$ cat config.mk
export PLATFORM = sky130hd
export DESIGN_NAME = asx_uart
export DESIGN_NICKNAME = d
export VERILOG_FILES = /design/src/asx_pkg.sv /design/src/asx_uart.sv /design/src/asx_tick_gen.sv
export SDC_FILE = /design/constraint.sdc
export NUM_CORES = 1
export LEC_CHECK = 0
export CORE_ASPECT_RATIO = 1.25
export CORE_UTILIZATION = 40
export DETAILED_ROUTE_END_ITERATION = 7
export DONT_BUFFER_PORTS = 1
export GPL_ROUTABILITY_DRIVEN = 0
export GPL_TIMING_DRIVEN = 0
export MAX_ROUTING_LAYER = met4
export PLACE_DENSITY = 0.63
export REMOVE_ABC_BUFFERS = 1
export SETUP_SLACK_MARGIN = 0.02
export SLEW_MARGIN = 25
export SYNTH_ARGS = -nofsm -noshare
export SYNTH_HDL_FRONTEND = slang
export SYNTH_SLANG_ARGS = --single-unit
$ cat constraint.sdc
create_clock -name clk_i -period 2.45 [get_ports clk_i]
set_input_delay 0.245 -clock clk_i [delete_from_list [all_inputs] [get_ports clk_i]]
set_output_delay 0.245 -clock clk_i [all_outputs]
set_load 0.005 [all_outputs]
$ cat src/asx_pkg.sv
// Constants, register map and state types of the asynchronous serial block.
// Assumes one 100 MHz clock and byte-wide register access at the offsets below.
package asx_pkg;

  // ************************************************************
  // Register offsets
  // ************************************************************
  localparam logic [7:0] OFF_MODE_ONE   = 8'h20;
  localparam logic [7:0] OFF_RATE       = 8'h21;
  localparam logic [7:0] OFF_STATUS     = 8'h22;
  localparam logic [7:0] OFF_HOLD       = 8'h23;
  localparam logic [7:0] OFF_MODE_TWO   = 8'h24;
  localparam logic [7:0] OFF_EVT_STAT   = 8'h25;
  localparam logic [7:0] OFF_EVT_CLR    = 8'h26;
  localparam logic [7:0] OFF_EVT_EN     = 8'h27;
  localparam logic [7:0] OFF_IRQ_LEVEL  = 8'h7D;

  // ************************************************************
  // Field positions
  // ************************************************************
  localparam int MODE_ONE_PAR_EN   = 7;
  localparam int MODE_ONE_TWO_STOP = 6;
  localparam int MODE_ONE_MODE_LO  = 4;
  localparam int MODE_TWO_RUN      = 5;
  localparam int ST_RX_FULL        = 7;
  localparam int ST_RX_ERR         = 6;
  localparam int ST_TX_EMPTY       = 5;
  localparam int ST_TX_IRQ_EN      = 4;
  localparam int ST_RX_IRQ_EN      = 3;
  localparam int ST_TX_PAR         = 1;
  localparam int ST_RX_PAR         = 0;
  localparam int EVT_TX_EMPTY      = 0;
  localparam int EVT_RX_FULL       = 1;
  localparam int EVT_RX_ERR        = 2;

  // ************************************************************
  // Reset values
  // ************************************************************
  localparam logic [7:0] MODE_ONE_RST  = 8'h00;
  localparam logic [7:0] RATE_RST      = 8'h00;
  localparam logic [7:0] MODE_TWO_RST  = 8'h00;
  localparam logic [1:0] IRQ_LEVEL_RST = 2'h3;
  localparam logic       TX_PAR_RST    = 1'b1;

  // ************************************************************
  // Modes, lengths, counts
  // ************************************************************
  localparam logic [1:0] MODE0      = 2'h0;
  localparam logic [1:0] MODE1      = 2'h1;
  localparam logic [1:0] MODE3      = 2'h3;
  localparam logic [3:0] LEN_MODE0  = 4'h7;
  localparam logic [3:0] LEN_MODE1  = 4'h8;
  localparam logic [3:0] LEN_NINTH  = 4'h9;
  localparam logic [2:0] OS_LAST    = 3'h7;
  localparam logic [2:0] OS_MID     = 3'h4;
  localparam logic [3:0] INIT_TICKS = 4'hB;
  localparam logic [15:0] VEC_UPPER = 16'hFFF2;
  localparam logic [15:0] VEC_LOWER = 16'hFFF3;

  typedef enum logic [4:0] {
    TX_IDLE  = 5'h01,
    TX_START = 5'h02,
    TX_DATA  = 5'h04,
    TX_PAR   = 5'h08,
    TX_STOP  = 5'h10
  } asx_tx_state_t;

  typedef enum logic [4:0] {
    RX_IDLE  = 5'h01,
    RX_START = 5'h02,
    RX_DATA  = 5'h04,
    RX_PAR   = 5'h08,
    RX_STOP  = 5'h10
  } asx_rx_state_t;

endpackage

$ cat src/asx_uart.sv
// Asynchronous serial transmitter/receiver with one shared interrupt line.
// Assumes a synchronous serial input and a plain one-cycle register port.
//
// Summary of operation
// - three causes share one interrupt line
// - holding byte shifts out LSB first
// - empty flag set on load, irq if enabled
// - good frame copies word, sets full flag
// - receive flags update at last stop bit
// - overrun/framing error sets flag, no load
// - parity error flagged at stop bit
// - low start, data LSB first, high stops
// - modes 0, 1, 3 with 7..9 bits
// - mode 3 without parity uses ninth bits
// - 11 shift clocks of init after reset
// - two-bit level field, fixed vector pair
// - holding read clears full flag
// - error clears on status then holding read
// - holding write clears empty flag
// - parity select 0 odd, 1 even
`timescale 1ns/1ns
module asx_uart (
  input  wire logic       clk_i,
  input  wire logic       reset_i,
  input  wire logic [7:0] addr_i,
  input  wire logic [7:0] wdata_i,
  input  wire logic       wr_i,
  input  wire logic       rd_i,
  output logic      [7:0] rdata_o,
  input  wire logic       ser_in_i,
  output logic            ser_out_o,
  output logic            serial_irq_line_o,
  output logic      [1:0] irq_level_o
);

  // ************************************************************
  // Registers and wires
  // ************************************************************
  logic [7:0]             mode_one_ff;
  logic [7:0]             rate_ff;
  logic [7:0]             mode_two_ff;
  logic [1:0]             irq_level_ff;
  logic                   rx_full_flag_ff;
  logic                   rx_error_flag_ff;
  logic                   tx_empty_flag_ff;
  logic                   err_armed_ff;
  logic                   tx_irq_enable_ff;
  logic                   rx_irq_enable_ff;
  logic                   tx_parity_or_ninth_ff;
  logic                   rx_parity_or_ninth_ff;
  logic [7:0]             tx_hold_ff;
  logic [7:0]             rx_hold_ff;
  logic [2:0]             evt_ff;
  logic [2:0]             evt_en_ff;
  logic [3:0]             init_cnt_ff;
  logic [7:0]             rdata_ff;
  logic                   irq_ff;
  asx_pkg::asx_tx_state_t tx_state_ff;
  logic [8:0]             tx_sh_ff;
  logic [3:0]             tx_cnt_ff;
  logic [2:0]             tx_os_ff;
  logic                   tx_par_ff;
  logic                   tx_stop_ff;
  logic                   ser_out_ff;
  asx_pkg::asx_rx_state_t rx_state_ff;
  logic [8:0]             rx_sh_ff;
  logic [3:0]             rx_cnt_ff;
  logic [2:0]             rx_os_ff;
  logic                   rx_stop_ff;
  logic                   rx_fe_ff;
  logic                   rx_perr_ff;

  logic [1:0] mode;
  logic       par_en;
  logic       two_stop;
  logic       ninth_en;
  logic       run;
  logic [3:0] data_len;
  logic       tick;
  logic       init_done;
  logic       wr_hold;
  logic       rd_hold;
  logic       rd_status;
  logic       tx_load;
  logic       rx_sample;
  logic       rx_done;
  logic       rx_bad;
  logic [8:0] rx_word;
  logic [7:0] tx_mask;
  logic [2:0] evt_set;
  logic [2:0] evt_clr;

  // ************************************************************
  // Frame configuration
  // ************************************************************
  assign mode     = mode_one_ff[asx_pkg::MODE_ONE_MODE_LO +: 2];
  assign par_en   = mode_one_ff[asx_pkg::MODE_ONE_PAR_EN];
  assign two_stop = mode_one_ff[asx_pkg::MODE_ONE_TWO_STOP];
  assign run      = mode_two_ff[asx_pkg::MODE_TWO_RUN];
  assign ninth_en = (mode == asx_pkg::MODE3) && !par_en;
  // Unknown mode code 10 behaves as mode 1
  assign data_len = (mode == asx_pkg::MODE0) ? asx_pkg::LEN_MODE0 :
                    (ninth_en ? asx_pkg::LEN_NINTH : asx_pkg::LEN_MODE1);
  assign tx_mask  = (mode == asx_pkg::MODE0) ? 8'h7F : 8'hFF;

  assign wr_hold   = wr_i && (addr_i == asx_pkg::OFF_HOLD);
  assign rd_hold   = rd_i && (addr_i == asx_pkg::OFF_HOLD);
  assign rd_status = rd_i && (addr_i == asx_pkg::OFF_STATUS);

  // Divider keeps running until the current frames finish
  asx_tick_gen u_tick (
    .clk_i   (clk_i),
    .reset_i (reset_i),
    .run_i   (run || (tx_state_ff != asx_pkg::TX_IDLE) || (rx_state_ff != asx_pkg::RX_IDLE)),
    .div_i   (rate_ff),
    .tick_o  (tick)
  );

  // ************************************************************
  // Initialisation period
  // ************************************************************
  always_ff @(posedge clk_i) begin
    if (reset_i) begin
      init_cnt_ff <= 4'h0;
    end else if (tick && !init_done) begin
      init_cnt_ff <= init_cnt_ff + 4'h1;
    end
  end
  assign init_done = (init_cnt_ff == asx_pkg::INIT_TICKS);

  // ************************************************************
  // Transmitter
  // ************************************************************
  // Load is held off during a holding write so no byte is lost
  assign tx_load = (tx_state_ff == asx_pkg::TX_IDLE) && !tx_empty_flag_ff && init_done && run && !wr_hold;

  always_ff @(posedge clk_i) begin
    if (reset_i) begin
      tx_state_ff <= asx_pkg::TX_IDLE;
      tx_sh_ff    <= 9'h000;
      tx_cnt_ff   <= 4'h0;
      tx_os_ff    <= 3'h0;
      tx_par_ff   <= 1'b0;
      tx_stop_ff  <= 1'b0;
      ser_out_ff  <= 1'b1;
    end else if (tx_state_ff == asx_pkg::TX_IDLE) begin
      if (tx_load) begin
        tx_state_ff <= asx_pkg::TX_START;
        tx_sh_ff    <= {tx_parity_or_ninth_ff, tx_hold_ff};
        tx_par_ff   <= ^(tx_hold_ff & tx_mask) ^ !tx_parity_or_ninth_ff;
        tx_os_ff    <= 3'h0;
        ser_out_ff  <= 1'b0;
      end
    end else if (tick) begin
      tx_os_ff <= tx_os_ff + 3'h1;
      if (tx_os_ff == asx_pkg::OS_LAST) begin
        unique case (tx_state_ff)
          asx_pkg::TX_START: begin
            tx_state_ff <= asx_pkg::TX_DATA;
            ser_out_ff  <= tx_sh_ff[0];
            tx_sh_ff    <= {1'b0, tx_sh_ff[8:1]};
            tx_cnt_ff   <= 4'h1;
          end
          asx_pkg::TX_DATA: begin
            if (tx_cnt_ff == data_len) begin
              tx_stop_ff <= 1'b0;
              if (par_en) begin
                tx_state_ff <= asx_pkg::TX_PAR;
                ser_out_ff  <= tx_par_ff;
              end else begin
                tx_state_ff <= asx_pkg::TX_STOP;
                ser_out_ff  <= 1'b1;
              end
            end else begin
              ser_out_ff <= tx_sh_ff[0];
              tx_sh_ff   <= {1'b0, tx_sh_ff[8:1]};
              tx_cnt_ff  <= tx_cnt_ff + 4'h1;
            end
          end
          asx_pkg::TX_PAR: begin
            tx_state_ff <= asx_pkg::TX_STOP;
            ser_out_ff  <= 1'b1;
          end
          asx_pkg::TX_STOP: begin
            if (two_stop && !tx_stop_ff) begin
              tx_stop_ff <= 1'b1;
            end else begin
              tx_state_ff <= asx_pkg::TX_IDLE;
            end
          end
          asx_pkg::TX_IDLE: begin
          end
        endcase
      end
    end
  end

  // ************************************************************
  // Receiver
  // ************************************************************
  assign rx_sample = tick && (rx_os_ff == asx_pkg::OS_MID) && (rx_state_ff != asx_pkg::RX_IDLE);
  assign rx_done   = rx_sample && (rx_state_ff == asx_pkg::RX_STOP) && (!two_stop || rx_stop_ff);
  // Overrun, framing and parity errors share one flag
  assign rx_bad    = rx_fe_ff || !ser_in_i || rx_perr_ff || rx_full_flag_ff;

  always_comb begin
    unique case (data_len)
      asx_pkg::LEN_MODE0: rx_word = {2'h0, rx_sh_ff[8:2]};
      asx_pkg::LEN_MODE1: rx_word = {1'b0, rx_sh_ff[8:1]};
      default:            rx_word = rx_sh_ff;
    endcase
  end

  always_ff @(posedge clk_i) begin
    if (reset_i) begin
      rx_state_ff <= asx_pkg::RX_IDLE;
      rx_sh_ff    <= 9'h000;
      rx_cnt_ff   <= 4'h0;
      rx_os_ff    <= 3'h0;
      rx_stop_ff  <= 1'b0;
      rx_fe_ff    <= 1'b0;
      rx_perr_ff  <= 1'b0;
    end else if (rx_state_ff == asx_pkg::RX_IDLE) begin
      // No frame is accepted before the init period ends
      if (tick && init_done && run && !ser_in_i) begin
        rx_state_ff <= asx_pkg::RX_START;
        rx_os_ff    <= 3'h1;
      end
    end else if (tick) begin
      rx_os_ff <= rx_os_ff + 3'h1;
      if (rx_sample) begin
        unique case (rx_state_ff)
          asx_pkg::RX_START: begin
            // A glitch shorter than half a bit is not a start
            rx_state_ff <= ser_in_i ? asx_pkg::RX_IDLE : asx_pkg::RX_DATA;
            rx_cnt_ff   <= 4'h0;
            rx_fe_ff    <= 1'b0;
            rx_perr_ff  <= 1'b0;
          end
          asx_pkg::RX_DATA: begin
            rx_sh_ff  <= {ser_in_i, rx_sh_ff[8:1]};
            rx_cnt_ff <= rx_cnt_ff + 4'h1;
            if (rx_cnt_ff == data_len - 4'h1) begin
              rx_stop_ff  <= 1'b0;
              rx_state_ff <= par_en ? asx_pkg::RX_PAR : asx_pkg::RX_STOP;
            end
          end
          asx_pkg::RX_PAR: begin
            rx_perr_ff  <= ((^rx_word) ^ ser_in_i) == rx_parity_or_ninth_ff;
            rx_state_ff <= asx_pkg::RX_STOP;
          end
          asx_pkg::RX_STOP: begin
            if (two_stop && !rx_stop_ff) begin
              rx_stop_ff <= 1'b1;
              rx_fe_ff   <= rx_fe_ff || !ser_in_i;
            end else begin
              rx_state_ff <= asx_pkg::RX_IDLE;
            end
          end
          asx_pkg::RX_IDLE: begin
          end
        endcase
      end
    end
  end

  // ************************************************************
  // Status flags and holding registers
  // ************************************************************
  always_ff @(posedge clk_i) begin
    if (reset_i) begin
      tx_empty_flag_ff <= 1'b1;
      tx_hold_ff       <= 8'h00;
    end else begin
      if (wr_hold) begin
        tx_hold_ff <= wdata_i;
      end
      if (tx_load) begin
        tx_empty_flag_ff <= 1'b1;
      end else if (wr_hold) begin
        tx_empty_flag_ff <= 1'b0;
      end
    end
  end

  always_ff @(posedge clk_i) begin
    if (reset_i) begin
      rx_full_flag_ff  <= 1'b0;
      rx_error_flag_ff <= 1'b0;
      err_armed_ff     <= 1'b0;
      rx_hold_ff       <= 8'h00;
    end else begin
      // Flags set only at the last stop bit; set wins over clear
      if (rx_done && !rx_bad) begin
        rx_full_flag_ff <= 1'b1;
        rx_hold_ff      <= rx_word[7:0];
      end else if (rd_hold) begin
        rx_full_flag_ff <= 1'b0;
      end
      if (rx_done && rx_bad) begin
        rx_error_flag_ff <= 1'b1;
      end else if (rd_hold && err_armed_ff) begin
        rx_error_flag_ff <= 1'b0;
      end
      if (rd_status && rx_error_flag_ff) begin
        err_armed_ff <= 1'b1;
      end else if (rd_hold || !rx_error_flag_ff) begin
        err_armed_ff <= 1'b0;
      end
    end
  end

  // ************************************************************
  // Control registers
  // ************************************************************
  always_ff @(posedge clk_i) begin
    if (reset_i) begin
      mode_one_ff           <= asx_pkg::MODE_ONE_RST;
      rate_ff               <= asx_pkg::RATE_RST;
      mode_two_ff           <= asx_pkg::MODE_TWO_RST;
      irq_level_ff          <= asx_pkg::IRQ_LEVEL_RST;
      tx_irq_enable_ff      <= 1'b0;
      rx_irq_enable_ff      <= 1'b0;
      tx_parity_or_ninth_ff <= asx_pkg::TX_PAR_RST;
      evt_en_ff             <= 3'h0;
    end else if (wr_i) begin
      unique case (addr_i)
        asx_pkg::OFF_MODE_ONE:  mode_one_ff <= wdata_i;
        asx_pkg::OFF_RATE:      rate_ff <= wdata_i;
        asx_pkg::OFF_MODE_TWO:  mode_two_ff <= wdata_i;
        asx_pkg::OFF_IRQ_LEVEL: irq_level_ff <= wdata_i[1:0];
        asx_pkg::OFF_EVT_EN:    evt_en_ff <= wdata_i[2:0];
        asx_pkg::OFF_STATUS: begin
          tx_irq_enable_ff      <= wdata_i[asx_pkg::ST_TX_IRQ_EN];
          rx_irq_enable_ff      <= wdata_i[asx_pkg::ST_RX_IRQ_EN];
          tx_parity_or_ninth_ff <= wdata_i[asx_pkg::ST_TX_PAR];
        end
        default: begin
        end
      endcase
    end
  end

  // Ninth received bit lands in the receive parity select bit
  always_ff @(posedge clk_i) begin
    if (reset_i) begin
      rx_parity_or_ninth_ff <= 1'b0;
    end else if (rx_done && !rx_bad && ninth_en) begin
      rx_parity_or_ninth_ff <= rx_word[8];
    end else if (wr_i && (addr_i == asx_pkg::OFF_STATUS)) begin
      rx_parity_or_ninth_ff <= wdata_i[asx_pkg::ST_RX_PAR];
    end
  end

  // ************************************************************
  // Interrupts
  // ************************************************************
  assign evt_set = {rx_done && rx_bad, rx_done && !rx_bad, tx_load};
  assign evt_clr = (wr_i && (addr_i == asx_pkg::OFF_EVT_CLR)) ? wdata_i[2:0] : 3'h0;

  always_ff @(posedge clk_i) begin
    if (reset_i) begin
      evt_ff <= 3'h0;
    end else begin
      evt_ff <= (evt_ff & ~evt_clr) | evt_set;
    end
  end

  // Level line: one request for all three causes
  always_ff @(posedge clk_i) begin
    if (reset_i) begin
      irq_ff <= 1'b0;
    end else begin
      irq_ff <= (tx_empty_flag_ff && tx_irq_enable_ff) ||
                ((rx_full_flag_ff || rx_error_flag_ff) && rx_irq_enable_ff) ||
                (|(evt_ff & evt_en_ff));
    end
  end

  // ************************************************************
  // Read port
  // ************************************************************
  always_ff @(posedge clk_i) begin
    if (reset_i || !rd_i) begin
      rdata_ff <= 8'h00;
    end else begin
      unique case (addr_i)
        asx_pkg::OFF_MODE_ONE:  rdata_ff <= mode_one_ff;
        asx_pkg::OFF_RATE:      rdata_ff <= rate_ff;
        asx_pkg::OFF_MODE_TWO:  rdata_ff <= mode_two_ff;
        asx_pkg::OFF_HOLD:      rdata_ff <= rx_hold_ff;
        asx_pkg::OFF_IRQ_LEVEL: rdata_ff <= {6'h00, irq_level_ff};
        asx_pkg::OFF_EVT_STAT:  rdata_ff <= {5'h00, evt_ff};
        asx_pkg::OFF_EVT_EN:    rdata_ff <= {5'h00, evt_en_ff};
        asx_pkg::OFF_STATUS:    rdata_ff <= {rx_full_flag_ff, rx_error_flag_ff, tx_empty_flag_ff,
                                             tx_irq_enable_ff, rx_irq_enable_ff, 1'b0,
                                             tx_parity_or_ninth_ff, rx_parity_or_ninth_ff};
        default:                rdata_ff <= 8'h00;
      endcase
    end
  end

  assign rdata_o           = rdata_ff;
  assign ser_out_o         = ser_out_ff;
  assign serial_irq_line_o = irq_ff;
  assign irq_level_o       = irq_level_ff;
endmodule

$ cat src/asx_tick_gen.sv
// Shift clock divider: one tick every div_i+1 clock cycles while running.
// Assumes div_i is held stable by software between frames.
`timescale 1ns/1ns
module asx_tick_gen (
  input  wire logic       clk_i,
  input  wire logic       reset_i,
  input  wire logic       run_i,
  input  wire logic [7:0] div_i,
  output logic            tick_o
);

  logic [7:0] cnt_ff;
  logic       tick_ff;

  // ************************************************************
  // Divider
  // ************************************************************
  always_ff @(posedge clk_i) begin
    if (reset_i || !run_i) begin
      cnt_ff  <= 8'h00;
      tick_ff <= 1'b0;
    end else if (cnt_ff == div_i) begin
      cnt_ff  <= 8'h00;
      tick_ff <= 1'b1;
    end else begin
      cnt_ff  <= cnt_ff + 8'h01;
      tick_ff <= 1'b0;
    end
  end

  assign tick_o = tick_ff;

endmodule

==> results.py <==
metrics = {
    "die": {
        "dieArea_um2": 16690,
        "start_util_pct": 41.21,
        "chipHeight_um": 144.2,
        "fp.dieW_um": 115.7,
        "core_um2": 15700,
        "top_level_ports": 33,
        "std_cell_rows": 51,
    },
    "worst_setup_path": {
        "path_class": "reg2reg",
        "worst_r2r_path_depth": 7,
        "critPathLaunchType": "flop",
        "path_cells": "or3_1 -> a2111o_1 -> a31oi_4 -> buf_4 -> o2111ai_4 -> or3_4 -> a21oi_1",
        "end_kind": "flop",
        "path_depth": 7,
        "critPathBufInv": 1,
        "critical-path-top-delay-family": "compound AO/OA/AOI/OAI gates",
        "crit_path_max_fanout": 8,
        "crit_slowest_cell": "or3_4",
        "max_stage_delay_ps": 460,
        "crit_required_ps": 2800,
        "cp.arrival_ps": 2720,
    },
    "timing": {
        "period_minus_slack_ps": 2368,
        "setup_viol": 0,
        "slew_viol_final": 0,
        "whs_ps": 23.93,
        "maxSlewHeadroom_pct": 33.60,
        "rsz0062_at_grt": "true",
        "clock.fmax_mhz": 422.4,
        "clock_skew_ps": 8.635,
        "tightest_slew_ps": 982.2,
        "hold_viol": 0,
        "finalCritPeriodShare_pct": 96.64,
    },
    "clocking": {
        "tritoncts": "yes",
        "cts_root_buf": "clkbuf_16",
        "clk_latency_ps": 420,
        "clkTransAtPathRegs_ps": 60,
        "numCtsBuffers": 17,
        "cts_max_path_buffers": 2,
        "cts.sinks": 126,
        "htreeDepth": 4,
    },
    "drt": {
        "first_pass_iters": 4,
        "dr.first_iter.drc_count": 334,
        "drt-total-wl_um": 16210,
        "drc": 0,
        "final_antenna_net_count": 0,
        "vias_per_cell": 5.492,
        "vias": 5487,
        "route.detailed.wl_per_inst_um": 16.23,
    },
    "yosys": {
        "postSynthCellCount": 757,
        "synth_edf_count": 0,
        "synth_cell_types": 78,
        "ys_warn_count": 0,
        "synth_area_per_cell_um2": 8.545,
        "synth-seq-cells": 126,
        "synthesis.area_um2": 6469,
        "synthFlopType": "dfxtp_1",
        "yosysSeqAreaShare_pct": 38.99,
        "async_reset_ff_share_pct": 0,
    },
    "global_routing": {
        "grt_usage_pct": 21.09,
        "grt.overflow.total": 0,
        "grt_pass1_wl_um": 26330,
        "grt_max_degree": 83,
        "first_global_vias": 5045,
        "antenna_found_initial": 0,
    },
    "placed_design": {
        "portBuffers": 0,
        "dp_hpwl_um": 10330,
    },
    "layout": {
        "area_delta_synth_final_pct": 18.57,
        "num-nets-final": 803,
        "drive_above_1_share_pct": 12.33,
        "diodes": 0,
    },
    "worst_hold_path": {
        "hold_depth": 2,
        "hp-class": "in2reg",
    },
    "run_status": {
        "status": "completed",
    },
    "power_and_ir_drop": {
        "pwr_density_cell_nw_per_um2": 625.9,
        "total_power_uw": 4801,
        "max-vdd-ir-drop_mv": 0.3486,
        "p_leak_uw": 0.002804,
    },
    "flow_run": {
        "cap_viol_max_count": 0,
    },
}
-- kinds of logic after synthesis --
logic type / count (synthesis) / synth area share (%)
AND/OR/NAND/NOR: 324 / 24.08
XOR/XNOR: 38 / 5.358
adder cells (fa/ha/maj): 8 / 1.547
buffers and inverters: 66 / 6.170
flip-flops: 126 / 38.99
multiplexers: 54 / 9.458
AO/OA/AOI/OAI: 141 / 14.39
-- repair_timing --
action                                  4_1_cts  5_1_grt
buffers inserted                              5       11
cloned                                        0        1
endpoints found under the setup margin       46       44
resized for setup                            17       17
pin swaps                                     2        8
hold buffers                                 39        0
hold endpoints to repair                    109        0
-- path summary, 6_finish.rpt --
check	start	to	slack, ps
setup / recovery	mode_one_ff[5]	evt_ff[2]	80
hold / removal	wr_i	irq_level_o[0]	20
setup reg to reg	mode_one_ff[5]	evt_ff[2]	80
hold reg to reg	rx_hold_ff[5]	rx_hold_ff[5]	450
-- through the flow --
step / util (%) / area [µm²] / cells / TNS [ps] / setup slack, ps
final: 48.86 / 7670 / 999 / 0 / 82.43
after global routing: 48.86 / 7670 / 999 / -8.401 / -7.140
after CTS: 47.79 / 7502 / 987 / 0 / 20.12
after detailed placement: 40.55 / 6365 / 911 / -9144 / -471.2
after global placement: 40.55 / 6365 / 911 / -8664 / -417.0
after floorplan: - / 6100 / 699 / 0 / 69.08
-- area by class of cell --
class                           count  area (µm²)
Sequential cell                   126        2540
Inverter                            8       30.03
Fill cell                        1567        8028
Timing Repair Buffer               55       531.8
Multi-Input combinational cell    566        3679
Tap cell                          212       265.3
Clock inverter                     12       157.7
Clock buffer                       20       466.7
-- flip-flops by register name, summed over array words and instances, names as in the netlist, 2 cells and up --
name           count
rx_hold_ff         8
evt_en_ff          3
rx_cnt_ff          4
rx_sh_ff           9
irq_level_o        2
tx_sh_ff           9
mode_two_ff        8
rx_state_ff        5
init_cnt_ff        4
tx_state_ff        5
mode_one_ff        8
u_tick.cnt_ff      8
rate_ff            8
tx_os_ff           3
rx_os_ff           3
evt_ff             3
tx_cnt_ff          4
tx_hold_ff         8
rdata_o            8
-- layer usage --
metal	vias to the layer above	track usage, %	wire, µm
li1	2717	-	-
met4	0	8.435	414
met1	2650	26.15	7316
met2	92	33.50	7848
met3	28	4.317	635
met5	-	-	0
-- report_power, final --
group | internal (µW) | total (µW) | switching [µW]
Clock | 1690 | 2670 | 981
Combinational | 35.7 | 85.3 | 49.6
Sequential | 2050 | 2050 | 1.09
-- synthesized netlist by cell type, types with 3 or more instances --
master	number	area, µm²
a211o_1	4	35.03
a211oi_1	3	22.52
a21oi_1	58	290.3
a221oi_1	4	35.03
a22oi_1	11	82.58
a311o_1	3	30.03
a311oi_1	8	70.07
a31oi_1	4	25.02
a32oi_1	3	26.28
and2_1	4	25.02
and3_1	13	81.33
and4_1	3	26.28
buf_1	3	11.26
buf_2	6	30.03
buf_6	4	45.04
clkbuf_1	33	123.9
clkbuf_8	5	68.82
dfxtp_1	126	2522
ha_1	8	100.1
inv_1	8	30.03
mux2_2	4	45.04
mux2i_1	45	450.4
mux4_2	4	90.09
nand2_1	105	394.1
nand2b_1	8	50.05
nand3_1	29	145.1
nand3b_1	3	22.52
nand4_1	7	43.79
nor2_1	94	352.8
nor2b_1	10	62.56
nor3_1	9	45.04
nor3b_1	3	22.52
nor4_1	6	37.54
nor4b_1	5	43.79
o21a_1	3	22.52
o21ai_0	19	95.09
or2_2	3	18.77
or3_1	6	37.54
xnor2_1	15	131.4
xor2_1	22	192.7
-- worst reg2reg max path, cell delays in order, from the launching register on --
cell and delay (ps):
dfxtp_4 360, or3_1 370, a2111o_1 420, a31oi_4 210, buf_4 150, o2111ai_4 210, or3_4 460, a21oi_1 130
-- cells in the final DEF (no fill, tap or decap), drive strengths merged, types with 4 or more instances in the layout --
| master | Yosys | layout |
|---|---|---|
| dfxtp | 126 | 126 |
| nor2b | 10 | 10 |
| and3 | 13 | 13 |
| a22oi | 11 | 11 |
| o21ai | 20 | 20 |
| or3 | 7 | 7 |
| nor3 | 11 | 11 |
| xnor2 | 15 | 15 |
| mux4 | 5 | 5 |
| a31oi | 5 | 5 |
| nand2b | 8 | 8 |
| and2 | 4 | 4 |
| nand3 | 29 | 29 |
| mux2i | 45 | 45 |
| nor2 | 95 | 95 |
| a221oi | 5 | 5 |
| nand2 | 105 | 105 |
| ha | 8 | 8 |
| xor2 | 22 | 22 |
| inv | 8 | 11 |
| a311oi | 8 | 8 |
| a21oi | 59 | 59 |
| or2 | 4 | 5 |
| dlygate4sd3 | 0 | 38 |
| nand4 | 7 | 7 |
| a211o | 5 | 5 |
| clkbuf | 39 | 20 |
| nor4 | 6 | 6 |
| nor4b | 5 | 5 |
| mux2 | 4 | 4 |
| buf | 16 | 17 |
No activity file was read; power rests on OpenSTA's default activity.
